### src/common/smcg_map.vh
`ifndef SMCG_MAP_VH
`define SMCG_MAP_VH
// Purpose: constants of the sleep-mode clock gating block
// Assumes: 50 MHz sys_clk
// Notes: mode codes and timing counts
`define SMCG_MODE_IDLE 3'h0
`define SMCG_MODE_ADCNR 3'h1
`define SMCG_MODE_PDOWN 3'h2
`define SMCG_MODE_PSAVE 3'h3
`define SMCG_MODE_STBY 3'h6
`define SMCG_ST_RUN 3'h0
`define SMCG_ST_SLEEP 3'h1
`define SMCG_ST_START 3'h2
`define SMCG_ST_HALT 3'h3
`define SMCG_STBY_WAKE_CYC 4'h6
`define SMCG_HALT_CYC 4'h4
`define SMCG_CNT_W 16
`endif

### src/hw/smcg_ctrl.v
// Purpose: sleep-mode controller, clock gating and wake logic
// Assumes: core signals on sys_clk, wake events may be asynchronous
// Notes: power-down and power-save start-up delay is a fuse-selected count given as a port
`include "smcg_map.vh"
module smcg_ctrl #(
    parameter CNT_W = `SMCG_CNT_W
) (
    // clock and reset
    input wire sys_clk,
    input wire rst_n,
    // core side
    input wire sleep_instr,
    input wire sleep_arm_bit,
    input wire [2:0] sleep_mode_code,
    input wire global_irq_en,
    input wire [1:0] timer2_irq_mask,
    input wire [CNT_W-1:0] startup_cycles,
    input wire xtal_clock_option,
    output wire core_halt,
    output reg [2:0] sleep_state,
    output reg wake_irq,
    // module configuration
    input wire adc_enable,
    input wire acomp_enable,
    input wire acomp_uses_ref,
    input wire bod_fused_on,
    input wire wdt_enable,
    input wire timer2_enable,
    input wire lcd_enable,
    input wire timer2_async,
    input wire lcd_async,
    input wire ext_irq_zero_level,
    // wake events, possibly asynchronous
    input wire ext_irq_zero,
    input wire pin_change_irq,
    input wire usi_start_irq,
    input wire lcd_irq,
    input wire timer2_ovf_irq,
    input wire timer2_cmp_irq,
    input wire adc_done_irq,
    input wire store_ready_irq,
    // clock enables
    output reg clk_cpu_en,
    output reg clk_flash_en,
    output reg clk_io_en,
    output reg clk_adc_en,
    output reg async_clock_domain_en,
    output reg main_osc_en,
    output reg timer_osc_en,
    output reg t2_lcd_sync_clk_en,
    // analog helpers
    output reg adc_start_conv,
    output reg adc_extended_conv,
    output reg acomp_power,
    output reg bod_active,
    output reg wdt_run,
    output reg vref_enable,
    output reg input_buf_en
);
    // ------------------------------------------------------------
    // wake inputs
    // ------------------------------------------------------------
    wire [7:0] ev_raw;
    wire [7:0] ev;
    wire [7:0] ev_hi;
    // int zero is inverted before the synchroniser, so the stage
    // reset value matches its idle level and no false wake follows reset
    assign ev_raw = {store_ready_irq, adc_done_irq, timer2_cmp_irq,
                     timer2_ovf_irq, lcd_irq, usi_start_irq,
                     pin_change_irq, ~ext_irq_zero};
    smcg_sync #(
        .W(8)
    ) u_sync (
        .sys_clk(sys_clk),
        .rst_n(rst_n),
        .async_in(ev_raw),
        .sync_out(ev)
    );
    // all wake events now active high
    assign ev_hi = ev;
    // ------------------------------------------------------------
    // mode decode
    // ------------------------------------------------------------
    reg [2:0] mode_reg;
    reg [2:0] mode_next;
    reg [CNT_W-1:0] cnt_reg;
    reg [CNT_W-1:0] cnt_next;
    reg [2:0] state_next;
    reg adc_was_on_reg;
    reg wake_any;
    wire valid_code;
    wire deep;
    assign valid_code = (sleep_mode_code == `SMCG_MODE_IDLE) ||
                        (sleep_mode_code == `SMCG_MODE_ADCNR) ||
                        (sleep_mode_code == `SMCG_MODE_PDOWN) ||
                        (sleep_mode_code == `SMCG_MODE_PSAVE) ||
                        ((sleep_mode_code == `SMCG_MODE_STBY) &&
                         xtal_clock_option);
    assign deep = (sleep_state != `SMCG_ST_RUN) &&
                  (mode_reg != `SMCG_MODE_IDLE) &&
                  (mode_reg != `SMCG_MODE_ADCNR);
    // ------------------------------------------------------------
    // wake source selection per mode
    // ------------------------------------------------------------
    // int zero only as level in every mode except idle
    wire ext_irq_zero_wake;
    wire t2_wake;
    assign ext_irq_zero_wake = ext_irq_zero_level & ev_hi[0];
    assign t2_wake = global_irq_en &
                     ((timer2_irq_mask[0] & ev_hi[4]) |
                      (timer2_irq_mask[1] & ev_hi[5]));
    always @* begin
        wake_any = 1'b0;
        case (mode_reg)
            `SMCG_MODE_IDLE: begin
                wake_any = |ev_hi;
            end
            `SMCG_MODE_ADCNR: begin
                wake_any = ext_irq_zero_wake | ev_hi[1] | ev_hi[2] |
                           ev_hi[3] | ev_hi[4] | ev_hi[5] |
                           ev_hi[6] | ev_hi[7];
            end
            `SMCG_MODE_PDOWN, `SMCG_MODE_STBY: begin
                wake_any = ext_irq_zero_wake | ev_hi[1] | ev_hi[2];
            end
            `SMCG_MODE_PSAVE: begin
                wake_any = ext_irq_zero_wake | ev_hi[1] | ev_hi[2] |
                           ev_hi[3] | t2_wake;
            end
            default: begin
                wake_any = 1'b0;
            end
        endcase
    end
    // ------------------------------------------------------------
    // sleep sequencer
    // ------------------------------------------------------------
    // resets during sleep come in on rst_n and restart the core
    always @* begin
        state_next = sleep_state;
        mode_next = mode_reg;
        cnt_next = cnt_reg;
        case (sleep_state)
            `SMCG_ST_RUN: begin
                if (sleep_instr && sleep_arm_bit && valid_code) begin
                    state_next = `SMCG_ST_SLEEP;
                    mode_next = sleep_mode_code;
                end
            end
            `SMCG_ST_SLEEP: begin
                // level must persist through the synchroniser
                if (wake_any) begin
                    state_next = `SMCG_ST_START;
                    // standby wakes in six cycles
                    // start-up spans count plus one, so load one less
                    if (mode_reg == `SMCG_MODE_STBY) begin
                        cnt_next = {{(CNT_W-4){1'b0}},
                                    `SMCG_STBY_WAKE_CYC - 4'h1};
                    end else if ((mode_reg == `SMCG_MODE_PDOWN) ||
                                 (mode_reg == `SMCG_MODE_PSAVE)) begin
                        cnt_next = startup_cycles;
                    end else begin
                        cnt_next = {CNT_W{1'b0}};
                    end
                end
            end
            `SMCG_ST_START: begin
                if (cnt_reg == {CNT_W{1'b0}}) begin
                    state_next = `SMCG_ST_HALT;
                    cnt_next = {{(CNT_W-4){1'b0}}, `SMCG_HALT_CYC};
                end else begin
                    cnt_next = cnt_reg - {{(CNT_W-1){1'b0}}, 1'b1};
                end
            end
            `SMCG_ST_HALT: begin
                if (cnt_reg == {{(CNT_W-1){1'b0}}, 1'b1}) begin
                    state_next = `SMCG_ST_RUN;
                    mode_next = `SMCG_MODE_IDLE;
                end
                cnt_next = cnt_reg - {{(CNT_W-1){1'b0}}, 1'b1};
            end
            default: begin
                state_next = `SMCG_ST_RUN;
            end
        endcase
    end
    always @(posedge sys_clk or negedge rst_n) begin
        if (!rst_n) begin
            sleep_state <= `SMCG_ST_RUN;
            mode_reg <= `SMCG_MODE_IDLE;
            cnt_reg <= {CNT_W{1'b0}};
            wake_irq <= 1'b0;
        end else begin
            sleep_state <= state_next;
            mode_reg <= mode_next;
            cnt_reg <= cnt_next;
            // one-cycle pulse: core now services the interrupt
            wake_irq <= (sleep_state == `SMCG_ST_HALT) &&
                        (state_next == `SMCG_ST_RUN);
        end
    end
    // core held until halt cycles are done
    assign core_halt = (sleep_state != `SMCG_ST_RUN);
    // ------------------------------------------------------------
    // clock gating and analog helpers
    // ------------------------------------------------------------
    wire asleep;
    wire osc_off;
    wire in_psave;
    wire io_stop;
    wire adc_stop;
    assign asleep = (sleep_state == `SMCG_ST_SLEEP);
    // during start-up the oscillator is running again
    assign in_psave = asleep && (mode_reg == `SMCG_MODE_PSAVE);
    assign io_stop = asleep && (mode_reg != `SMCG_MODE_IDLE);
    assign adc_stop = asleep && (mode_reg != `SMCG_MODE_IDLE) &&
                      (mode_reg != `SMCG_MODE_ADCNR);
    assign osc_off = asleep && ((mode_reg == `SMCG_MODE_PDOWN) ||
        ((mode_reg == `SMCG_MODE_PSAVE) &&
         !((timer2_enable && !timer2_async) ||
           (lcd_enable && !lcd_async))));
    always @(posedge sys_clk or negedge rst_n) begin
        if (!rst_n) begin
            clk_cpu_en <= 1'b1;
            clk_flash_en <= 1'b1;
            clk_io_en <= 1'b1;
            clk_adc_en <= 1'b1;
            async_clock_domain_en <= 1'b1;
            main_osc_en <= 1'b1;
            timer_osc_en <= 1'b1;
            t2_lcd_sync_clk_en <= 1'b1;
            input_buf_en <= 1'b1;
        end else begin
            // idle halts only cpu and flash
            clk_cpu_en <= !core_halt;
            clk_flash_en <= !core_halt;
            clk_io_en <= !io_stop;
            clk_adc_en <= !adc_stop;
            // each module picks its own source
            async_clock_domain_en <= !adc_stop || in_psave;
            main_osc_en <= !osc_off;
            // timer oscillator off in power-down and standby, and in power-save with no async user
            timer_osc_en <= !(in_psave &&
                !((timer2_enable && timer2_async) ||
                  (lcd_enable && lcd_async))) &&
                !(asleep && ((mode_reg == `SMCG_MODE_PDOWN) ||
                             (mode_reg == `SMCG_MODE_STBY)));
            // sync clock only for timer2 and lcd
            t2_lcd_sync_clk_en <= !adc_stop ||
                (in_psave && !osc_off);
            // buffers off when io and adc clocks stop
            // wake detection pins keep their own buffers
            input_buf_en <= !(io_stop && adc_stop);
        end
    end
    // analog helper enables; the adc itself is never gated here
    always @(posedge sys_clk or negedge rst_n) begin
        if (!rst_n) begin
            adc_start_conv <= 1'b0;
            adc_extended_conv <= 1'b1;
            adc_was_on_reg <= 1'b0;
            acomp_power <= 1'b0;
            bod_active <= 1'b0;
            wdt_run <= 1'b0;
            vref_enable <= 1'b0;
        end else begin
            // one conversion on noise reduction entry
            adc_start_conv <= adc_enable &&
                (sleep_state == `SMCG_ST_RUN) &&
                (state_next == `SMCG_ST_SLEEP) &&
                (mode_next == `SMCG_MODE_ADCNR);
            adc_was_on_reg <= adc_enable;
            if (adc_enable && !adc_was_on_reg) begin
                adc_extended_conv <= 1'b1;
            end else if (adc_start_conv) begin
                adc_extended_conv <= 1'b0;
            end
            // comparator off in deep sleep unless it uses the reference
            acomp_power <= acomp_enable &&
                (!deep || acomp_uses_ref);
            bod_active <= bod_fused_on;
            wdt_run <= wdt_enable;
            vref_enable <= bod_fused_on || adc_enable ||
                (acomp_enable && acomp_uses_ref &&
                 (!deep || acomp_uses_ref));
        end
    end
endmodule

### src/hw/smcg_sync.v
// Purpose: three-stage input synchroniser for all eight wake events
// Assumes: one sys_clk domain
// Notes: output changes once stages two and three agree
module smcg_sync #(
    parameter W = 8
) (
    // clock and reset
    input wire sys_clk,
    input wire rst_n,
    // data
    input wire [W-1:0] async_in,
    output reg [W-1:0] sync_out
);
    reg [W-1:0] s1_reg;
    reg [W-1:0] s2_reg;
    reg [W-1:0] s3_reg;
    genvar i;
    // stage one feeds only stage two
    always @(posedge sys_clk or negedge rst_n) begin
        if (!rst_n) begin
            s1_reg <= {W{1'b0}};
            s2_reg <= {W{1'b0}};
            s3_reg <= {W{1'b0}};
        end else begin
            s1_reg <= async_in;
            s2_reg <= s1_reg;
            s3_reg <= s2_reg;
        end
    end
    // per bit: accept a change once two stages agree
    generate
        for (i = 0; i < W; i = i + 1) begin : g_bit
            always @(posedge sys_clk or negedge rst_n) begin
                if (!rst_n) begin
                    sync_out[i] <= 1'b0;
                end else if (s2_reg[i] == s3_reg[i]) begin
                    sync_out[i] <= s3_reg[i];
                end
            end
        end
    endgenerate
endmodule

### config.mk
export PLATFORM = sky130hd
export DESIGN_NAME = smcg_ctrl
export DESIGN_NICKNAME = d
export VERILOG_FILES = /design/src/hw/smcg_ctrl.v /design/src/hw/smcg_sync.v
export VERILOG_INCLUDE_DIRS = /design/src /design/src/common
export SDC_FILE = /design/constraint.sdc
export NUM_CORES = 1
export LEC_CHECK = 0
export ABC_AREA = 1
export BUFFER_PORTS_ARGS = -buffer_cell sky130_fd_sc_hd__buf_4
export CAP_MARGIN = 20
export CORE_ASPECT_RATIO = 1.4
export CORE_MARGIN = 3
export CORE_UTILIZATION = 45
export CTS_BUF_LIST = sky130_fd_sc_hd__clkbuf_2 sky130_fd_sc_hd__clkbuf_4 sky130_fd_sc_hd__clkbuf_8
export DETAILED_ROUTE_END_ITERATION = 6
export GPL_TIMING_DRIVEN = 0
export PLACE_DENSITY = 0.64
export SLEW_MARGIN = 20
export SYNTH_ARGS = -nofsm -noshare
export SYNTH_HDL_FRONTEND = slang
export SYNTH_SLANG_ARGS = --single-unit
### constraint.sdc
create_clock -name sys_clk -period 2 [get_ports sys_clk]
set_clock_uncertainty 0.1 [all_clocks]
set_input_delay 0.1 -clock sys_clk [delete_from_list [all_inputs] [get_ports sys_clk]]
set_output_delay 0.1 -clock sys_clk [all_outputs]
set_load 0.01 [all_outputs]
Word-level counts from Yosys, hierarchy flattened --
Index checks and enable logic that the tools add are counted.
Operators by class: $add $sub $neg 1, equality and inequality tests 24, mux-type cells 16, bitwise operators 14, reductions and logical operators 66
Operators by type and width (number):
- $mux W16 | 4
- $pmux W16 S3 | 1
- $logic_and A1 B1 Y1 | 27
- $eq A3 B2 Y1 const B | 6
- $mux W3 | 6
- $eq A16 B1 Y1 const B | 1
- $logic_not A16 Y1 | 1
- $sub A16 B1 Y16 const B | 1
- $eq A3 B1 Y1 const B | 5
- $logic_or A1 B1 Y1 | 14
- $logic_not A1 Y1 | 13
- $logic_not A3 Y1 | 4
- $pmux W3 S4 | 1
- $or A1 B1 Y1 | 9
- $reduce_bool A3 Y1 | 3
- $eq A1 B1 Y1 | 8
- $reduce_or A8 Y1 | 1
- $eq A3 B3 Y1 const B | 2
- $pmux W3 S2 | 1
- $and A1 B1 Y1 | 4
- $pmux W1 S4 | 1
- $ne A3 B1 Y1 const B | 1
- $mux W1 | 2
- $ne A2 B2 Y1 const B | 1
- 4 further kinds | 4
Word-level totals: flip-flop bits (word level) 70, input bits 45, output and inout port bits 20, logic and storage cells 151

Logic depth before layout (Yosys ltp) --
Gate-level depths: netlist of the first run.
depth in word-level cells 14, gate-level depth with buffers 11, gate-level depth less buffers 11

Modules after synthesis --
A second synthesis of the first run with hierarchy kept.
Second synthesis, totals: cells, all modules 392, area, all modules 3183.1 um2
Modules (own cells, without submodules):
- smcg_ctrl | times used 1, cells each 328, area each 2252.2 um2, seq. area each 935.9 um2
- smcg_sync | times used 1, cells each 64, area each 930.9 um2, seq. area each 800.8 um2

Worst setup path after synthesis of the first run --
No wires, ideal clock.
kind reg2reg, from reg cnt_reg[0], to reg cnt_reg[7], library setup time 0.117 ns, data arrival time 1.450 ns, data required time 1.783 ns, setup slack 0.333 ns, stages on the path, launching flop included 10, buffers on the path 0, period minus slack after synthesis 1.667 ns, cells stage by stage dfrtp_1 > inv_1 > ha_1 > nand2_1 > nor2_4 > nand4_1 > nand2_2 > o21ai_0 > nand2_1 > nand2_1
Between the ends: word-level cells in the longest chain between the ends 3, elaborated cells between the ends (all ways) 4, those cells by class add/sub: 1; mux: 2; reduce/logical: 1
RTL lines:
- start, declared | line smcg_ctrl.v:86 | reg [CNT_W-1:0] cnt_reg;
- start signal, assigned | line smcg_ctrl.v:191 | cnt_reg <= {CNT_W{1'b0}};
- start signal, assigned | line smcg_ctrl.v:196 | cnt_reg <= cnt_next;
- $sub A16 B1 Y16 / $logic_not A16 Y1 (equally long branches) | line smcg_ctrl.v:172, smcg_ctrl.v:180, smcg_ctrl.v:168
- $mux W16 | line smcg_ctrl.v:168 | if (cnt_reg == {CNT_W{1'b0}}) begin
- $pmux W16 S3 (*) | line smcg_ctrl.v:143 | case (sleep_state)
Every way passes the cells marked *; elsewhere a longest branch is shown, timed or not. A chain may end at the register's enable or synchronous reset.

Worst setup path after layout of the first run --
from in lcd_enable, to reg timer_osc_en
Between the ends: word-level cells in the longest chain between the ends 6
RTL lines:
- start, declared | line smcg_ctrl.v:29 | input wire lcd_enable,
- $logic_and A1 B1 Y1 | line smcg_ctrl.v:245 | (lcd_enable && lcd_async))) &&
- $logic_or A1 B1 Y1 | line smcg_ctrl.v:244 | !((timer2_enable && timer2_async) ||
- $logic_not A1 Y1 | line smcg_ctrl.v:244
- $logic_and A1 B1 Y1 | line smcg_ctrl.v:243 | timer_osc_en <= !(in_psave &&
- $logic_not A1 Y1 | line smcg_ctrl.v:243
- $logic_and A1 B1 Y1 | line smcg_ctrl.v:243
- end signal, assigned | line smcg_ctrl.v:243
- end, declared | line smcg_ctrl.v:49 | output reg timer_osc_en,
No other way between the ends.

==> flow_summary.toml, run 1 <==
[cts]
cts-root-buf = "clkbuf_8"
cts-buffers-inserted = 9
htreeDepth = 3
cts_buffer_depth = 2
clock_latency_ns = 0.35
cts.sinks = 69
cts_tree = "done"
clk_pin_slew_ns = 0.08

[critical_path]
slowest_stage = "dlygate4sd3_1"
cp_top_family = "buffers and inverters"
cp.arrival_ns = 2.09
crit_required_ns = 2.19
rr_endpoint = "timer_osc_en"
path_buf_inv = 4
crit_path_start = "lcd_enable"
r2r_setup_slack_ns = 0.15
cp-start-kind = "primary input"
slowest_delay_ns = 0.56
crit_top_cell = "dlygate4sd3_1"
worstPathCellList = "dlygate4sd3_1, buf_4, nand2_1, dlygate4sd3_1, a31oi_1, dlygate4sd3_1"
r2r_start = "sleep_state[2]"
critical_path_class = "in2reg"
cp-end-kind = "flop"
r2r_cells = 5
cp_max_fo = 2

[logic_synthesis]
synthAdderAreaFrac = 0.0320
ys_seq_area_frac = 0.529
post-synth-top-area-cell = "dfrtp_1"
ys_async_sr_fraction = 1.00
synth_area_leaders = "dfrtp_1 (46%), nand2_1 (12%), nand3_1 (7.3%)"
synth-edff-count = 0
postSynth.topFlopCell = "dfrtp_1"
yosys.area.top_type_share = 0.465
synth_cell_type_count = 38
synth.area.mux_share = 0
synth_compound_area_frac = 0.0480
ys_ff_latch = 69
syn-num-nets = 428
synth-xor-area-share = 0.0213
avgSynthCellArea_sq_um = 8.62
syn-cell-area_sq_um = 3290
synth_top_family_by_area = "simple AND/OR/NAND/NOR gates"
yosys_warnings = 0
synth-simple-area-share = 0.311
postSynthCellCount = 381

[power_and_ir_drop]
finalPower_mw = 5.16
ir_drop_mv = 0.849
p_per_area_nw_per_um2 = 1160
power.leakage_nw = 2.21

[grt]
track_usage = 0.201
grt-ovfl-total = 0
grt_pass1_wl_microns = 13100
antenna_found_initial = 0
grt_max_degree = 70
first_global_vias = 2844

[cells_and_area]
antenna_cells = 0
post_layout_nonfiller_instances = 593
drive_gt1_frac = 0.267
largest_reg_flops = 16
layout.nets = 540
area_growth_pct = 35.5
layout_common_cells = "nand2_1 (106), buf_4 (70), dfrtp_1 (59)"
layout_commonest_cell = "nand2_1"

[route]
drt-initial-drc-count = 84
post_drt_wl_per_cell_microns = 12.9
vias_per_cell = 4.81
drc_errors = 0
ant_nets = 0
vias = 2850
dr.pass1.iters = 4
wirelength_microns = 7650

[place]
hpwlAfterDp_microns = 5370
dp_cells = 540
numPortBuffers = 64
gp_congestion = 0.883

[floorplan]
die_area_sq_um = 8380
coreArea_sq_um = 7030
dieHeight_microns = 107
rows = 36
die_x_microns = 78.2
initial_utilization = 0.468
io_pins = 65

[timing]
setup_viol = 0
relSlewSlack = 0.445
finalCritPeriodShare = 0.946
finalMaxSlewViolations = 0
fmax_mhz = 528
min_period_ns = 1.89
rsz0062_at_grt = "no"
hold_viol_final = 0
worst_pin_slew_ns = 0.833

[outcome]
status = "finished clean"

[run]
cap_violations = 0

[min_path]
hold_start = "sleep_mode_code[1]"
holdPathEnd = "mode_reg[1]"
min-delay-path-class = "in2reg"
hold_depth = 5
## area by class of cell
class	count	area, sq um
Buffer	7	47.5
Clock buffer	10	131
Clock inverter	6	70.1
Fill cell	637	2570
Inverter	38	143
Multi-Input combinational cell	268	1370
Sequential cell	69	1740
Tap cell	95	119
Timing Repair Buffer	100	833
## metrics by stage
step / setup TNS, ns / area, sq um / setup WS (ns) / hold WS [ns] / util
finish: 0 / 4450 / 0.108 / 0.0290 / 0.634
global route: 0 / 4450 / 0.0154 / 0.0309 / 0.634
detailed placement: -0.340 / 3880 / -0.0569 / 0.110 / 0.553
global placement: -0.191 / 3880 / -0.0255 / 0.109 / 0.553
floorplan: 0 / 3290 / 0.333 / -0.296 / -
CTS: 0 / 4430 / 0.0413 / 0.00497 / 0.631
## Yosys cell counts (2+ instances only)
| cell type | instances |
|---|---|
| buf_2 | 2 |
| o21ai_0 | 14 |
| dfstp_2 | 8 |
| nand2_2 | 8 |
| nand2_1 | 106 |
| o211ai_1 | 2 |
| buf_4 | 3 |
| a21oi_1 | 2 |
| inv_1 | 31 |
| nand3_2 | 2 |
| xor2_1 | 3 |
| ha_1 | 2 |
| nor2_1 | 38 |
| nand4_1 | 2 |
| xnor2_1 | 5 |
| maj3_1 | 8 |
| o22ai_1 | 2 |
| o21ai_1 | 2 |
| inv_2 | 7 |
| nand3_1 | 48 |
| nand3b_1 | 2 |
| nor2_2 | 8 |
| dfrtp_1 | 61 |
## metal layers
metal	vias up	share of wire	track usage
met2	85	0.50	0.346
met3	8	0.062	0.0504
met4	0	0.017	0.0875
met1	1319	0.42	0.236
li1	1438	-	-
met5	-	0	0
## worst register-to-register path: cells and delay by family, from the launching register on
| family | cells | cell delay [ns] |
|---|---|---|
| buf+inv | 1 | 0.55 |
| flops | 1 | 0.53 |
| compound gates | 1 | 0.08 |
| simple gates | 3 | 0.51 |
## report_power, final
part | switching (mW) | internal, mW
Clock | 0.554 | 0.598
Combinational | 1.29 | 0.874
Sequential | 0.231 | 1.62
## logic make-up (layout without fill, tap and decap cells)
| group | Yosys count | after routing |
|---|---|---|
| DFF | 69 | 69 |
| adders and majority gates | 10 | 10 |
| and+or+nand+nor | 222 | 223 |
| buffers and inverters | 45 | 161 |
| other | 1 | 1 |
| AOI/OAI and AO/OA | 26 | 26 |
| xor gates and xnor gates | 8 | 8 |
## what timing repair did
item | 4_1_cts | 5_1_grt
pin swaps | 1 | 1
hold buffers | 33 | 0
endpoints found under the setup margin | 9 | 13
setup buffers | 1 | 2
gates resized for setup | 1 | 4
gates cloned | 1 | 0
endpoints found under the hold margin | 92 | 0
## how the worst max path moves through the flow
stage	endpoint	slack [ns]	cells past startpoint
after floorplan	cnt_reg[7]	0.33	9
final	timer_osc_en	0.11	6
after global placement	cnt_reg[8]	-0.03	9
after global routing	cnt_reg[4]	0.02	10
after detailed placement	cnt_reg[14]	-0.06	9
after CTS	cnt_reg[4]	0.04	10
No activity file was read; power rests on OpenSTA's default activity.
==> run 2: changes to the inputs <==
--- a/config.mk
+++ b/config.mk
@@ -16,7 +16,7 @@
 export DETAILED_ROUTE_END_ITERATION = 6
 export GPL_TIMING_DRIVEN = 0
 export PLACE_DENSITY = 0.64
-export SLEW_MARGIN = 20
+export SETUP_SLACK_MARGIN = 0.15
 export SYNTH_ARGS = -nofsm -noshare
 export SYNTH_HDL_FRONTEND = slang
 export SYNTH_SLANG_ARGS = --single-unit
==> run 2 against run 1 <==
Sequential share of layout area shrank 0.39 points; routed wire length grew 1.9%; setup slack gained 0.17 ns; maximum frequency grew 10%; global-route usage grew 0.20 points; clock power is essentially flat; combinational power grew 3%; total power grew 1.3%; sequential cell count is the same; count of clock-buffer cells in the layout is the same; largest power group unchanged.
==> flow_summary.toml, run 2 (same netlist as run 1, synthesis figures left out) <==
[floorplan]
io_pins = 65
dieHeight_microns = 107
initial_utilization = 0.468
rows = 36
die_x_microns = 78.2
die_area_sq_um = 8380
coreArea_sq_um = 7030

[place]
dp_cells = 540
hpwlAfterDp_microns = 5370
place_area_sq_um = 3880
pre_cts_ws_ns = -0.0569
numPortBuffers = 64
gp_congestion = 0.883

[outcome]
status = "finished clean"

[cts]
htreeDepth = 3
cts-root-buf = "clkbuf_8"
clk_pin_slew_ns = 0.07
cts_buffer_depth = 2
cts-buffers-inserted = 9
clock_latency_ns = 0.35
cts_tree = "done"
cts.sinks = 69

[grt]
antenna_found_initial = 0
grt_max_degree = 70
first_global_vias = 2874
track_usage = 0.203
grt-ovfl-total = 0
grt_pass1_wl_microns = 13200

[cells_and_area]
layout_common_cells = "nand2_1 (105), buf_4 (70), dfrtp_1 (60)"
multi_input_area_sq_um = 1400
layout_commonest_cell = "nand2_1"
layout.nets = 541
post_layout_nonfiller_instances = 594
n_fill_cell = 634
antenna_cells = 0
largest_reg_flops = 16
drive_gt1_frac = 0.273
area_growth_pct = 36.8
final_area_sq_um = 4490
regArea_sq_um = 1740
fin_util = 0.640

[power_and_ir_drop]
power.switching_mw = 2.11
p_per_area_nw_per_um2 = 1160
sequentialPowerShare = 0.356
ir_drop_mv = 0.862
p_comb_frac = 0.424
power.share.clock = 0.220
p_int_mw = 3.12
power.leakage_nw = 2.22
swShare = 0.403

[critical_path]
cp.arrival_ns = 1.86
worstPathCellList = "inv_4, ha_4, nand2_4, nor2_4, nand4_1, buf_4, nand3_1, nand2_1, nand3_1, nand2_1"
crit_path_start = "cnt_reg[0]"
crit_required_ns = 2.14
r2r_start = "cnt_reg[0]"
cp-start-kind = "flop"
critical_path_class = "reg2reg"
cp_max_fo = 5
slowest_stage = "dfrtp_2"
cp-end-kind = "flop"
slowest_delay_ns = 0.45

[timing]
hold_viol_final = 0
worst_pin_slew_ns = 0.836
relSlewSlack = 0.442
fmax_mhz = 581
min_period_ns = 1.72
finalCritPeriodShare = 0.860
finalMaxSlewViolations = 0
layout_setup_ws_ns = 0.280
rsz0062_at_grt = "yes"
setup_viol = 0

[route]
vias_per_cell = 4.81
drt-initial-drc-count = 67
post_drt_wl_per_cell_microns = 13.1
dr.pass1.iters = 4
drc_errors = 0
vias = 2860
ant_nets = 0
wirelength_microns = 7800

[min_path]
hold_start = "sleep_mode_code[1]"
min-delay-path-class = "in2reg"

[run]
cap_violations = 0
## run 2: cell types whose count changed in the layout (fill, tap and decap cells not counted), sizes merged
cell,before,now
dlygate4sd3,33,34
## run 2: power by group through the flow
| stage | Clock (mW) | Sequential (mW) | Combinational [mW] |
|---|---|---|---|
| detailed placement | 0 | 1.87 | 1.98 |
| global route | 1.25 | 1.90 | 2.51 |
| floorplan | 0 | 1.82 | 1.51 |
| CTS | 1.19 | 1.84 | 2.12 |
| global placement | 0 | 1.87 | 1.95 |
| finish | 1.15 | 1.86 | 2.22 |
## run 2: final timing paths
check	end	slack, ns	depth (start not counted)
worst max-delay path	cnt_reg[5]	0.28	10
worst min-delay path	mode_reg[1]	0.03	5
worst max register to register	cnt_reg[5]	0.28	10
worst min register to register	u_sync.s2_reg[5]	0.25	0
max in group asynchronous	cnt_reg[0]	0.90	2
min in group asynchronous	u_sync.s3_reg[6]	0.30	2
## run 2: routing by layer
metal,track usage,vias up,part of all wire
met1,0.236,1336,0.42
met3,0.0504,9,0.052
li1,-,1441,-
met4,0.0888,0,0.017
met5,0,-,0
met2,0.353,74,0.51
## run 2: what timing repair did
item | CTS | global route
pin swaps | 2 | 1
hold buffers | 34 | 0
buffers inserted | 2 | 1
hold endpoints to repair | 92 | 0
cloned | 1 | 0
resized for setup | 2 | 10
setup endpoints to repair | 13 | 17
## run 2: cell type report
type,count,share of cell area
Clock inverter,6,0.0156
Timing Repair Buffer,101,0.188
Tap cell,95,0.0264
Buffer,7,0.0106
Clock buffer,10,0.0292
Multi-Input combinational cell,268,0.312
Inverter,38,0.0323
Sequential cell,69,0.387
## run 2: metrics by stage
| stage | power [mW] | setup TNS (ns) | hold WS (ns) |
|---|---|---|---|
| finish | 5.22 | 0 | 0.0291 |
| global route | 5.66 | 0 | 0.0309 |
| CTS | 5.16 | 0 | 0.00497 |
| detailed placement | 3.85 | -0.340 | 0.110 |
| global placement | 3.82 | -0.191 | 0.109 |
| floorplan | 3.34 | 0 | -0.296 |
## run 2: critical path: cells and delay by family (launching register included)
kind | cells | cell delay, ns
and+or+nand+nor | 7 | 0.59
DFF | 1 | 0.45
buffers and inverters | 2 | 0.30
adders and majority gates | 1 | 0.16
==> run 3: changes to the inputs <==
==> constraint.sdc (replaced) <==
create_clock -name sys_clk -period 2 [get_ports sys_clk]
set_clock_uncertainty 0.1 [all_clocks]
set_input_delay 0.3 -clock sys_clk [delete_from_list [all_inputs] [get_ports sys_clk]]
set_output_delay 0.3 -clock sys_clk [all_outputs]
set_load 0.01 [all_outputs]
==> run 3 against run 2 <==
Combinational power barely moved; sequential cell count is the same; critical path type unchanged; setup slack improved by 0.0019 ns; final cell count down 3.5%; largest power group unchanged; highest routed layer unchanged.
==> flow_summary.toml, run 3 (same netlist as run 1, synthesis figures left out) <==
[outcome]
status = "finished clean"

[cts]
clk_pin_slew_ns = 0.08
cts-root-buf = "clkbuf_8"
clock_latency_ns = 0.35
htreeDepth = 3
cts-buffers-inserted = 9
cts_tree = "done"
cts.sinks = 69
cts_buffer_depth = 2

[route]
ant_nets = 0
vias_per_cell = 4.85
vias = 2779
drt-initial-drc-count = 88
dr.pass1.iters = 4
drc_errors = 0
post_drt_wl_per_cell_microns = 13.1
wirelength_microns = 7520

[grt]
grt-ovfl-total = 0
antenna_found_initial = 0
track_usage = 0.196
grt_max_degree = 70
grt_pass1_wl_microns = 12800
first_global_vias = 2774

[cells_and_area]
largest_reg_flops = 16
layout.nets = 520
fin_util = 0.610
layout_common_cells = "nand2_1 (105), buf_4 (71), dfrtp_1 (59)"
drive_gt1_frac = 0.289
layout_commonest_cell = "nand2_1"
final_area_sq_um = 4280
post_layout_nonfiller_instances = 573
area_growth_pct = 30.4
antenna_cells = 0

[power_and_ir_drop]
ir_drop_mv = 0.859
finalPower_mw = 5.20
power.leakage_nw = 2.14
p_per_area_nw_per_um2 = 1210

[min_path]
min-delay-path-class = "in2reg"
hold_start = "acomp_uses_ref"
hold_depth = 2

[critical_path]
cp_max_fo = 5
crit_required_ns = 2.14
critical_path_class = "reg2reg"
crit_path_start = "cnt_reg[0]"
worstPathCellList = "inv_4, ha_4, nand2_4, nor2_4, nand4_1, buf_4, nand3_1, nand2_1, nand3_1, nand2_1"
path_buf_inv = 2
cp-start-kind = "flop"
cp-end-kind = "flop"
r2r_cells = 10
path_depth = 10
cp_top_family = "simple AND/OR/NAND/NOR gates"
slowest_stage = "dfrtp_2"
cp.arrival_ns = 1.86
slowest_delay_ns = 0.45
r2r_start = "cnt_reg[0]"

[floorplan]
die_x_microns = 78.2
die_area_sq_um = 8380
rows = 36
dieHeight_microns = 107
initial_utilization = 0.468
coreArea_sq_um = 7030
io_pins = 65

[place]
numPortBuffers = 64
place_area_sq_um = 3880
gp_congestion = 0.883
dp_cells = 540
pre_cts_ws_ns = -0.0569
hpwlAfterDp_microns = 5370

[run]
cap_violations = 0

[timing]
worst_pin_slew_ns = 0.835
finalCritPeriodShare = 0.859
min_period_ns = 1.72
hold_viol_final = 0
finalMaxSlewViolations = 0
relSlewSlack = 0.444
fmax_mhz = 582
final.setup.tns_ns = 0
layout_setup_ws_ns = 0.282
hold_slack_ns = 0.0674
setup_viol = 0
rsz0062_at_grt = "yes"
[run 3: what timing repair did]
item                                    4_1_cts  5_1_grt
pin swaps                                     3        1
cloned                                        1        0
hold endpoints to repair                     72        0
gates resized for setup                       2       11
endpoints found under the setup margin       14       17
hold buffers                                 12        0
buffers inserted                              3        1
[run 3: cell type report]
cell class / count / area (sq um)
fillers: 651 / 2740
flip-flops and latches: 69 / 1740
multi-input cells: 268 / 1400
repair buffers: 80 / 631
inverters: 38 / 145
clock buffers: 10 / 131
well taps: 95 / 119
clock inverters: 6 / 70.1
plain buffers: 7 / 47.5
[run 3: worst reg2reg max path, delay by kind of cell, from the launching register on]
family / cells / cell delay, ns
AND/OR/NAND/NOR: 7 / 0.61
adder cells (fa/ha/maj): 1 / 0.16
buffers and inverters: 2 / 0.30
flip-flops: 1 / 0.45
[run 3: worst paths after layout]
path	to	slack [ns]
max in group asynchronous	cnt_reg[0]	0.71
min in group asynchronous	u_sync.s3_reg[6]	0.49
max	cnt_reg[5]	0.28
max reg2reg	cnt_reg[5]	0.28
min reg2reg	u_sync.s2_reg[5]	0.25
min	vref_enable	0.07
[run 3: metal layers]
layer,part of all wire,global-route usage
met3,0.058,0.0521
met1,0.42,0.229
met4,0.0093,0.0888
met5,0,0
met2,0.51,0.336
[run 3: power breakdown]
part           internal (mW)  switching (mW)  total [mW]
combinational          0.879            1.31        2.19
sequential              1.62           0.244        1.86
clock                  0.598           0.554        1.15
